### src/rtl/pwm_unit_defs.vh
`ifndef PWM_UNIT_DEFS_VH
`define PWM_UNIT_DEFS_VH

// register byte offsets
`define OFS_CTRL 8'h00
`define OFS_SYNC 8'h04
`define OFS_INVERT 8'h08
`define OFS_OUT_EN 8'h0c
`define OFS_FAULT_STAT 8'h10
`define OFS_FAULT_CLR0 8'h14
`define OFS_TRIG_SEL 8'h18
`define OFS_COUNT_BASE 8'h20
`define OFS_GEN_BASE 8'h40
`define OFS_GEN_LAST 8'h7c

// per-generator word index inside its 16-byte block
`define GEN_LOAD 2'd0
`define GEN_CMPA 2'd1
`define GEN_CMPB 2'd2
`define GEN_DEAD 2'd3

// control field positions
`define CTRL_EN_LSB 0
`define CTRL_DB_LSB 4
`define CTRL_UPDN_LSB 8
`define CTRL_SYNC_LSB 12
`define CTRL_EXT_BIT 16
`define CTRL_WIDTH 17

// reset values
`define RST_CTRL 17'h00000
`define RST_INVERT 8'h00
`define RST_OUT_EN 8'h00
`define RST_TRIG_SEL 16'h0000
`define RST_WORD16 16'h0000

// bus responses
`define RESP_OKAY 2'b00
`define RESP_SLVERR 2'b10

`endif

### src/rtl/pwm_unit.v
`timescale 1ns/1ps
`include "pwm_unit_defs.vh"
`default_nettype none
module pwm_unit #(
    parameter NUM_GEN = 4,
    parameter WIDTH = 16
) (
    // clock and reset
    input wire clk,
    input wire rstn,
    // axi4-lite write address
    input wire [7:0] s_axi_awaddr,
    input wire s_axi_awvalid,
    output reg s_axi_awready,
    // axi4-lite write data
    input wire [31:0] s_axi_wdata,
    input wire [3:0] s_axi_wstrb,
    input wire s_axi_wvalid,
    output reg s_axi_wready,
    // axi4-lite write response
    output reg [1:0] s_axi_bresp,
    output reg s_axi_bvalid,
    input wire s_axi_bready,
    // axi4-lite read address
    input wire [7:0] s_axi_araddr,
    input wire s_axi_arvalid,
    output reg s_axi_arready,
    // axi4-lite read data
    output reg [31:0] s_axi_rdata,
    output reg [1:0] s_axi_rresp,
    output reg s_axi_rvalid,
    input wire s_axi_rready,
    // fault inputs
    input wire [3:0] external_fault_input,
    // pins and events
    output reg [2*NUM_GEN-1:0] pulse_out,
    output wire [NUM_GEN-1:0] gen_interrupt,
    output wire [NUM_GEN-1:0] gen_trigger,
    output reg fault_pending
);
    // write-strobe merge of one 32-bit word
    function [31:0] merge_word;
        input [31:0] old_val;
        input [31:0] new_val;
        input [3:0] strb;
        integer k;
        begin
            merge_word = old_val;
            for (k = 0; k < 4; k = k + 1) begin
                if (strb[k]) begin
                    merge_word[8*k +: 8] = new_val[8*k +: 8];
                end
            end
        end
    endfunction

    // address decode shared by the read and write paths
    function addr_mapped;
        input [7:0] a;
        begin
            addr_mapped = (a[1:0] == 2'b00) &&
                ((a <= `OFS_TRIG_SEL) ||
                 (a >= `OFS_COUNT_BASE && a < `OFS_COUNT_BASE + 4 * NUM_GEN) ||
                 (a >= `OFS_GEN_BASE && a <= `OFS_GEN_LAST && a[5:4] < NUM_GEN));
        end
    endfunction

    reg [`CTRL_WIDTH-1:0] ctrl;
    reg [2*NUM_GEN-1:0] invert;
    reg [2*NUM_GEN-1:0] out_en;
    reg [15:0] trig_sel;
    reg [3:0] fault_stat;
    reg [WIDTH*NUM_GEN-1:0] load_v, cmpa_v, cmpb_v, rise_v, fall_v;
    reg [NUM_GEN-1:0] sync_pulse;

    reg [7:0] aw_addr;
    reg aw_held;
    reg [31:0] w_data;
    reg [3:0] w_strb;
    reg w_held;

    wire [WIDTH*NUM_GEN-1:0] count_v;
    wire [NUM_GEN-1:0] cmp_a, cmp_b;
    wire [2*NUM_GEN-1:0] pair_raw;
    wire do_write = aw_held && w_held && !s_axi_bvalid;
    wire [5:0] gen_base = {aw_addr[5:4], 4'h0};
    wire wr_gen = do_write && aw_addr >= `OFS_GEN_BASE && aw_addr <= `OFS_GEN_LAST
        && aw_addr[5:4] < NUM_GEN;
    wire [31:0] w_lane = merge_word(32'h00000000, w_data, w_strb);
    // byte lanes kept from the old value are the ones whose strobe is low
    wire [31:0] w_mask = merge_word(32'h00000000, 32'hffffffff, w_strb);

    // write channel: address and data accepted in either order
    always @(posedge clk or negedge rstn) begin
        if (!rstn) begin
            aw_held <= 1'b0;
            w_held <= 1'b0;
            aw_addr <= 8'h00;
            w_data <= 32'h00000000;
            w_strb <= 4'h0;
            s_axi_awready <= 1'b0;
            s_axi_wready <= 1'b0;
            s_axi_bvalid <= 1'b0;
            s_axi_bresp <= `RESP_OKAY;
        end else begin
            s_axi_awready <= !aw_held && !s_axi_awready && !s_axi_bvalid;
            s_axi_wready <= !w_held && !s_axi_wready && !s_axi_bvalid;
            if (s_axi_awvalid && s_axi_awready) begin
                aw_held <= 1'b1;
                aw_addr <= s_axi_awaddr;
            end
            if (s_axi_wvalid && s_axi_wready) begin
                w_held <= 1'b1;
                w_data <= s_axi_wdata;
                w_strb <= s_axi_wstrb;
            end
            if (do_write) begin
                aw_held <= 1'b0;
                w_held <= 1'b0;
                s_axi_bvalid <= 1'b1;
                s_axi_bresp <= addr_mapped(aw_addr) ? `RESP_OKAY : `RESP_SLVERR;
            end else if (s_axi_bvalid && s_axi_bready) begin
                s_axi_bvalid <= 1'b0;
            end
        end
    end

    // configuration registers
    always @(posedge clk or negedge rstn) begin
        if (!rstn) begin
            ctrl <= `RST_CTRL;
            invert <= `RST_INVERT;
            out_en <= `RST_OUT_EN;
            trig_sel <= `RST_TRIG_SEL;
            load_v <= {NUM_GEN{`RST_WORD16}};
            cmpa_v <= {NUM_GEN{`RST_WORD16}};
            cmpb_v <= {NUM_GEN{`RST_WORD16}};
            rise_v <= {NUM_GEN{`RST_WORD16}};
            fall_v <= {NUM_GEN{`RST_WORD16}};
            sync_pulse <= {NUM_GEN{1'b0}};
        end else begin
            sync_pulse <= {NUM_GEN{1'b0}};
            if (do_write) begin
                case (aw_addr)
                    `OFS_CTRL: ctrl <= (ctrl & ~w_mask[`CTRL_WIDTH-1:0]) | w_lane[`CTRL_WIDTH-1:0];
                    `OFS_SYNC: sync_pulse <= w_lane[NUM_GEN-1:0];
                    `OFS_INVERT: invert <= (invert & ~w_mask[2*NUM_GEN-1:0]) | w_lane[2*NUM_GEN-1:0];
                    `OFS_OUT_EN: out_en <= (out_en & ~w_mask[2*NUM_GEN-1:0]) | w_lane[2*NUM_GEN-1:0];
                    `OFS_TRIG_SEL: trig_sel <= (trig_sel & ~w_mask[15:0]) | w_lane[15:0];
                    default: ;
                endcase
            end
            if (wr_gen) begin
                case (aw_addr[3:2])
                    `GEN_LOAD: load_v[gen_base +: WIDTH] <=
                        (load_v[gen_base +: WIDTH] & ~w_mask[WIDTH-1:0]) | w_lane[WIDTH-1:0];
                    `GEN_CMPA: cmpa_v[gen_base +: WIDTH] <=
                        (cmpa_v[gen_base +: WIDTH] & ~w_mask[WIDTH-1:0]) | w_lane[WIDTH-1:0];
                    `GEN_CMPB: cmpb_v[gen_base +: WIDTH] <=
                        (cmpb_v[gen_base +: WIDTH] & ~w_mask[WIDTH-1:0]) | w_lane[WIDTH-1:0];
                    default: begin
                        rise_v[gen_base +: WIDTH] <=
                            (rise_v[gen_base +: WIDTH] & ~w_mask[15:0]) | w_lane[15:0];
                        fall_v[gen_base +: WIDTH] <=
                            (fall_v[gen_base +: WIDTH] & ~w_mask[31:16]) | w_lane[31:16];
                    end
                endcase
            end
        end
    end

    // fault interrupt status: set wins over a clear in the same cycle
    wire ext_mode = ctrl[`CTRL_EXT_BIT];
    wire [3:0] clr_bits = (do_write && aw_addr == `OFS_FAULT_STAT) ? w_lane[3:0] :
        (do_write && aw_addr == `OFS_FAULT_CLR0) ? 4'h1 : 4'h0;
    reg [3:0] fault_src;
    integer f;
    always @* begin
        fault_src = 4'h0;
        if (ext_mode) begin
            for (f = 0; f < NUM_GEN; f = f + 1) begin
                fault_src[f] = |(external_fault_input & trig_sel[4*f +: 4]);
            end
        end else begin
            fault_src[0] = external_fault_input[0];
        end
    end
    wire [3:0] next_fault_stat = (fault_stat & ~clr_bits) | fault_src;

    always @(posedge clk or negedge rstn) begin
        if (!rstn) begin
            fault_stat <= 4'h0;
            fault_pending <= 1'b0;
        end else begin
            fault_stat <= next_fault_stat;
            fault_pending <= |next_fault_stat;
        end
    end

    // generators
    genvar g;
    generate
        for (g = 0; g < NUM_GEN; g = g + 1) begin : gen_slot
            pwm_counter_gen #(.WIDTH(WIDTH)) counter_i (
                .clk(clk),
                .rstn(rstn),
                .enable(ctrl[`CTRL_EN_LSB + g]),
                .up_down(ctrl[`CTRL_UPDN_LSB + g]),
                .sync_mode(ctrl[`CTRL_SYNC_LSB + g]),
                .sync_pulse(sync_pulse[g]),
                .load_in(load_v[WIDTH*g +: WIDTH]),
                .cmpa_in(cmpa_v[WIDTH*g +: WIDTH]),
                .cmpb_in(cmpb_v[WIDTH*g +: WIDTH]),
                .count(count_v[WIDTH*g +: WIDTH]),
                .cmp_a_out(cmp_a[g]),
                .cmp_b_out(cmp_b[g]),
                .zero_pulse(gen_trigger[g])
            );
            pwm_dead_band #(.WIDTH(WIDTH)) dead_band_i (
                .clk(clk),
                .rstn(rstn),
                .db_enable(ctrl[`CTRL_DB_LSB + g]),
                .rise_delay(rise_v[WIDTH*g +: WIDTH]),
                .fall_delay(fall_v[WIDTH*g +: WIDTH]),
                .src_a(cmp_a[g]),
                .src_b(cmp_b[g]),
                .first_pair_output(pair_raw[2*g]),
                .second_pair_output(pair_raw[2*g+1])
            );
            // the trigger pulse doubles as the generator's own interrupt line
            assign gen_interrupt[g] = gen_trigger[g];
        end
    endgenerate

    // output control
    always @(posedge clk or negedge rstn) begin
        if (!rstn) begin
            pulse_out <= {2*NUM_GEN{1'b0}};
        end else begin
            pulse_out <= out_en & (pair_raw ^ invert);
        end
    end

    // read channel: one cycle from address to data
    reg [31:0] rd_word;
    wire [5:0] rd_base = {s_axi_araddr[5:4], 4'h0};
    wire [5:0] cnt_base = {s_axi_araddr[3:2], 4'h0};
    always @* begin
        rd_word = 32'h00000000;
        if (s_axi_araddr >= `OFS_GEN_BASE) begin
            case (s_axi_araddr[3:2])
                `GEN_LOAD: rd_word = {16'h0000, load_v[rd_base +: WIDTH]};
                `GEN_CMPA: rd_word = {16'h0000, cmpa_v[rd_base +: WIDTH]};
                `GEN_CMPB: rd_word = {16'h0000, cmpb_v[rd_base +: WIDTH]};
                default: rd_word = {fall_v[rd_base +: WIDTH], rise_v[rd_base +: WIDTH]};
            endcase
        end else if (s_axi_araddr >= `OFS_COUNT_BASE) begin
            rd_word = {16'h0000, count_v[cnt_base +: WIDTH]};
        end else begin
            case (s_axi_araddr)
                `OFS_CTRL: rd_word = {15'h0000, ctrl};
                `OFS_INVERT: rd_word = {24'h000000, invert};
                `OFS_OUT_EN: rd_word = {24'h000000, out_en};
                `OFS_FAULT_STAT: rd_word = {28'h0000000, fault_stat};
                `OFS_TRIG_SEL: rd_word = {16'h0000, trig_sel};
                default: rd_word = 32'h00000000;
            endcase
        end
        if (!addr_mapped(s_axi_araddr)) begin
            rd_word = 32'h00000000;
        end
    end

    always @(posedge clk or negedge rstn) begin
        if (!rstn) begin
            s_axi_arready <= 1'b0;
            s_axi_rvalid <= 1'b0;
            s_axi_rdata <= 32'h00000000;
            s_axi_rresp <= `RESP_OKAY;
        end else begin
            s_axi_arready <= !s_axi_arready && !s_axi_rvalid;
            if (s_axi_arvalid && s_axi_arready) begin
                s_axi_rvalid <= 1'b1;
                s_axi_rdata <= rd_word;
                s_axi_rresp <= addr_mapped(s_axi_araddr) ? `RESP_OKAY : `RESP_SLVERR;
            end else if (s_axi_rvalid && s_axi_rready) begin
                s_axi_rvalid <= 1'b0;
            end
        end
    end
endmodule
`default_nettype wire

### src/rtl/pwm_counter_gen.v
`timescale 1ns/1ps
`default_nettype none
module pwm_counter_gen #(
    parameter WIDTH = 16
) (
    // clock and reset
    input wire clk,
    input wire rstn,
    // configuration
    input wire enable,
    input wire up_down,
    input wire sync_mode,
    input wire sync_pulse,
    input wire [WIDTH-1:0] load_in,
    input wire [WIDTH-1:0] cmpa_in,
    input wire [WIDTH-1:0] cmpb_in,
    // results
    output reg [WIDTH-1:0] count,
    output reg cmp_a_out,
    output reg cmp_b_out,
    output reg zero_pulse
);
    reg [WIDTH-1:0] load_act, cmpa_act, cmpb_act;
    reg [WIDTH-1:0] load_stg, cmpa_stg, cmpb_stg;
    reg pending;
    reg count_up;
    wire at_zero = (count == {WIDTH{1'b0}});

    always @(posedge clk or negedge rstn) begin
        if (!rstn) begin
            load_stg <= {WIDTH{1'b0}};
            cmpa_stg <= {WIDTH{1'b0}};
            cmpb_stg <= {WIDTH{1'b0}};
            pending <= 1'b0;
            load_act <= {WIDTH{1'b0}};
            cmpa_act <= {WIDTH{1'b0}};
            cmpb_act <= {WIDTH{1'b0}};
        end else begin
            // sync mode freezes a snapshot at the sync event
            if (!sync_mode || sync_pulse) begin
                load_stg <= load_in;
                cmpa_stg <= cmpa_in;
                cmpb_stg <= cmpb_in;
            end
            if (sync_mode && sync_pulse) begin
                pending <= 1'b1;
            end else if (at_zero && (!sync_mode || pending)) begin
                pending <= 1'b0;
            end
            if (at_zero && (!sync_mode || pending)) begin
                load_act <= load_stg;
                cmpa_act <= cmpa_stg;
                cmpb_act <= cmpb_stg;
            end
        end
    end

    always @(posedge clk or negedge rstn) begin
        if (!rstn) begin
            count <= {WIDTH{1'b0}};
            count_up <= 1'b1;
            cmp_a_out <= 1'b0;
            cmp_b_out <= 1'b0;
            zero_pulse <= 1'b0;
        end else begin
            zero_pulse <= 1'b0;
            if (enable) begin
                zero_pulse <= at_zero;
                if (!up_down) begin
                    count <= at_zero ? load_act : count - 1'b1;
                    count_up <= 1'b1;
                end else if (count_up) begin
                    if (count >= load_act) begin
                        count_up <= 1'b0;
                        count <= at_zero ? count : count - 1'b1;
                    end else begin
                        count <= count + 1'b1;
                    end
                end else if (at_zero) begin
                    count_up <= 1'b1;
                    count <= (load_act == {WIDTH{1'b0}}) ? count : count + 1'b1;
                end else begin
                    count <= count - 1'b1;
                end
                // left aligned in down mode, center aligned in up/down
                cmp_a_out <= up_down ? (count < cmpa_act) : (count > cmpa_act);
                cmp_b_out <= up_down ? (count < cmpb_act) : (count > cmpb_act);
            end
        end
    end
endmodule
`default_nettype wire

### src/rtl/pwm_dead_band.v
`timescale 1ns/1ps
`default_nettype none
module pwm_dead_band #(
    parameter WIDTH = 16
) (
    // clock and reset
    input wire clk,
    input wire rstn,
    // control
    input wire db_enable,
    input wire [WIDTH-1:0] rise_delay,
    input wire [WIDTH-1:0] fall_delay,
    // waveforms from the comparators
    input wire src_a,
    input wire src_b,
    // pair outputs
    output reg first_pair_output,
    output reg second_pair_output
);
    reg [WIDTH-1:0] high_run, low_run;
    wire high_sat = &high_run;
    wire low_sat = &low_run;

    // cycles the source has stayed high or low, saturating
    always @(posedge clk or negedge rstn) begin
        if (!rstn) begin
            high_run <= {WIDTH{1'b0}};
            low_run <= {WIDTH{1'b0}};
            first_pair_output <= 1'b0;
            second_pair_output <= 1'b0;
        end else begin
            high_run <= src_a ? (high_sat ? high_run : high_run + 1'b1) : {WIDTH{1'b0}};
            low_run <= src_a ? {WIDTH{1'b0}} : (low_sat ? low_run : low_run + 1'b1);
            if (db_enable) begin
                first_pair_output <= src_a && (high_run >= rise_delay);
                second_pair_output <= !src_a && (low_run >= fall_delay);
            end else begin
                first_pair_output <= src_a;
                second_pair_output <= src_b;
            end
        end
    end
endmodule
`default_nettype wire

### config.mk
export PLATFORM = sky130hd
export DESIGN_NAME = pwm_unit
export DESIGN_NICKNAME = d
export VERILOG_FILES = /design/src/rtl/pwm_unit.v /design/src/rtl/pwm_counter_gen.v /design/src/rtl/pwm_dead_band.v
export VERILOG_INCLUDE_DIRS = /design/src /design/src/rtl
export SDC_FILE = /design/constraint.sdc
export NUM_CORES = 2
export LEC_CHECK = 0
export BUFFER_PORTS_ARGS = -buffer_cell sky130_fd_sc_hd__buf_4
export CORE_AREA = 5 5 320 353
export DETAILED_ROUTE_END_ITERATION = 8
export DIE_AREA = 0 0 325 358
export GPL_TIMING_DRIVEN = 0
export PLACE_DENSITY = 0.72
export SLEW_MARGIN = 20
export SYNTH_ARGS = -nofsm -noshare
export SYNTH_HDL_FRONTEND = slang
export SYNTH_SLANG_ARGS = --single-unit
### constraint.sdc
create_clock -name clk -period 3.1 [get_ports clk]
set_input_delay 0.31 -clock clk [delete_from_list [all_inputs] [get_ports clk]]
set_output_delay 0.31 -clock clk [all_outputs]
set_load 0.05 [all_outputs]
==> metrics.yaml <==
status: "finished, violations left"
failed_checks: "setup timing"
synth_ff_type: "dfrtp_1"
critPathMaxFanout: 10
yosysSeqAreaShare_pct: 45.3
synth_edf_count: 0
clock.fmax_mhz: 320
num_io_pins: 121
ys_ff_latch: 1075
seq_area_um2: 26900
grt_max_degree: 147
worst-slew-pin-transition_ns: 1.23
drc: 0
placed_area_um2: 62300
grt_pass1_vias: 48336
drv_cap: 0
numPortBuffers: 117
layout-drive-gt1-share_pct: 18.3
vdd_drop_max_v: 0.000606
fill_cells: 8833
die_area_um2: 116000
initial_core_util_pct: 54.6
multi_input_area_um2: 30100
antenna_found_initial: 25
synth_area_leader_cell: "dfrtp_1"
power.leakage_nw: 30.2
synth_top_area_share_pct: 45.2
cts_sinks: 1075
skew_ns: 0.0344
yosys-top-cells-count: "1071 x dfrtp_1, 710 x nand2_1, 591 x o21ai_0"
synth.area.top_cells: "dfrtp_1 45%, ha_1 7.3%, mux4_2 6.5%"
fin_hold_ws_ns: 0.0435
crit_required_ns: 3.75
setup_tns_ns: -0.0385
endpoint_kind: "flop"
fin_crit_ns: 3.12
yosysWarningCount: 0
startpoint_type: "input port"
grtUsageTotal_pct: 38.5
synthDistinctLibCells: 98
detail-route-antenna-nets: 0
clock_path_buffers: 3
relSlewSlack_pct: 18.1
clock_latency_ns: 0.73
synthArstFlopShare_pct: 100
cts_buffers: 112
finalNetCount: 6461
fin_ws_ns: -0.0212
cts_root_buf: "clkbuf_16"
vias: 49808
netlist_instances: 5724
via_per_inst: 6.57
cts_tree: "done"
coreArea_um2: 109000
grt_first_pass_wirelength_um: 331000
rows: 127
slew_viol_final: 0
avgSynthCellArea_um2: 10.4
final_area_um2: 67600
setup_viol: 2
cp.arrival_ns: 3.77
path_class: "in2reg"
area_growth_pct: 13.9
hold_violations: 0
die_h_um: 358
gr-total-overflow: 0
finalWirelength_um: 228000
synth_area_um2: 59300
hold_class: "in2reg"
dpl.hpwl_um: 172000
powerDensity_nw_per_um2: 803
die_w_um: 325
cts.htree.levels: 3
cts.clk_slew.worst_paths_ns: 0.06
period_share_pct: 101
gp_congestion: 1.06
routedWlPerCell_um: 30.1
power_mw: 54.2
synth_most_common_cell: "dfrtp_1"
first_pass_iters: 8
first_iter_violations: 6488
## power breakdown
part           internal (mW)  switching [mW]
sequential              15.6            2.94
combinational           8.09            13.5
clock                   8.05            6.06
total                   31.8            22.5
## metal layers
metal | wire length [µm] | up-vias | global-route usage, %
li1 | - | 21168 | -
met1 | 83800 | 24809 | 48.3
met2 | 98200 | 3049 | 57.5
met3 | 26200 | 766 | 11.4
met4 | 19900 | 16 | 27.4
met5 | 89 | - | 0.0820
## layout by cell type, fill, tap and decap left out, drive strengths merged, types with 24 or more instances in the layout
cell | netlist | layout
clkinv | 1 | 36
a211oi | 50 | 50
nor4 | 42 | 42
nor3 | 87 | 87
inv | 390 | 393
nand4 | 85 | 85
a21o | 68 | 68
nand2 | 710 | 710
and2 | 51 | 51
nor2b | 36 | 36
or3 | 41 | 41
mux2i | 126 | 126
buf | 101 | 255
ha | 345 | 345
o21ai | 595 | 595
nand3 | 134 | 134
xor2 | 71 | 71
nor2 | 244 | 244
dlygate4sd3 | 0 | 49
and4 | 24 | 24
clkbuf | 219 | 375
a21oi | 165 | 165
dfrtp | 1071 | 1071
mux2 | 356 | 356
o21a | 33 | 33
o22ai | 28 | 28
a22o | 26 | 26
o211ai | 27 | 27
nand2b | 31 | 31
xnor2 | 70 | 70
a31oi | 30 | 30
mux4 | 170 | 170
and3 | 34 | 34
## final timing paths
kind / start / to / slack [ns] / depth (start not counted)
min reg2reg: s_axi_arready / s_axi_arready / 0.44 / 1
min in group asynchronous: rstn / gen_slot[3].counter_i.count[11] / 0.13 / 2
max reg2reg: aw_addr[7] / fault_pending / -0.02 / 7
max in group asynchronous: rstn / gen_slot[1].dead_band_i.high_run[11] / 0.44 / 6
max: s_axi_araddr[2] / s_axi_rdata[5] / -0.02 / 10
min: external_fault_input[1] / fault_stat[3] / 0.04 / 3
## area by class of cell
class                   instances  area share [%]
flip-flops and latches       1075            39.9
multi-input cells            3939            44.5
inverters                     391            2.18
well taps                    1419            2.63
diodes                         15          0.0555
repair buffers                219            2.93
plain buffers                 315            2.18
clock inverters                59           0.902
clock buffers                 148            4.71
## cell families (layout without fill, tap and decap cells)
family          after synthesis  after routing  share of synthesized area [%]
other cells                   1             17                        0.00632
fa+ha+maj                   345            345                           7.27
buf+inv                     711           1132                           4.73
simple gates               1585           1585                           12.7
flops                      1075           1075                           45.3
compound gates             1214           1214                           12.6
mux                         652            652                           15.3
xor+xnor                    141            141                           2.08
## through the flow
step	setup slack, ns	utilization [%]	cells
6_report	-0.0212	62.2	7580
5_1_grt	-0.0175	62.1	7565
4_1_cts	0.000688	61.7	7536
3_5_place_dp	-1.18	57.3	7270
3_3_place_gp	-11.17	57.0	7261
2_1_floorplan	0.289	-	5725
## timing repair
action                                  in CTS  in global routing
pin swaps                                    3                  8
resized for setup                          111                121
cloned                                       0                  1
hold buffers                                49                  0
endpoints found under the setup margin     576                571
buffers inserted                            13                 30
endpoints found under the hold margin      164                  0
## worst max-delay path: stages
cell,delay [ns]
buf_4,0.12
clkbuf_1,0.53
buf_2,0.48
buf_2,0.48
mux2i_1,0.24
o21ai_0,0.33
nor3b_1,0.10
a211o_1,0.26
a211oi_1,0.75
a21o_1,0.15
(Power assumes the default switching activity.)
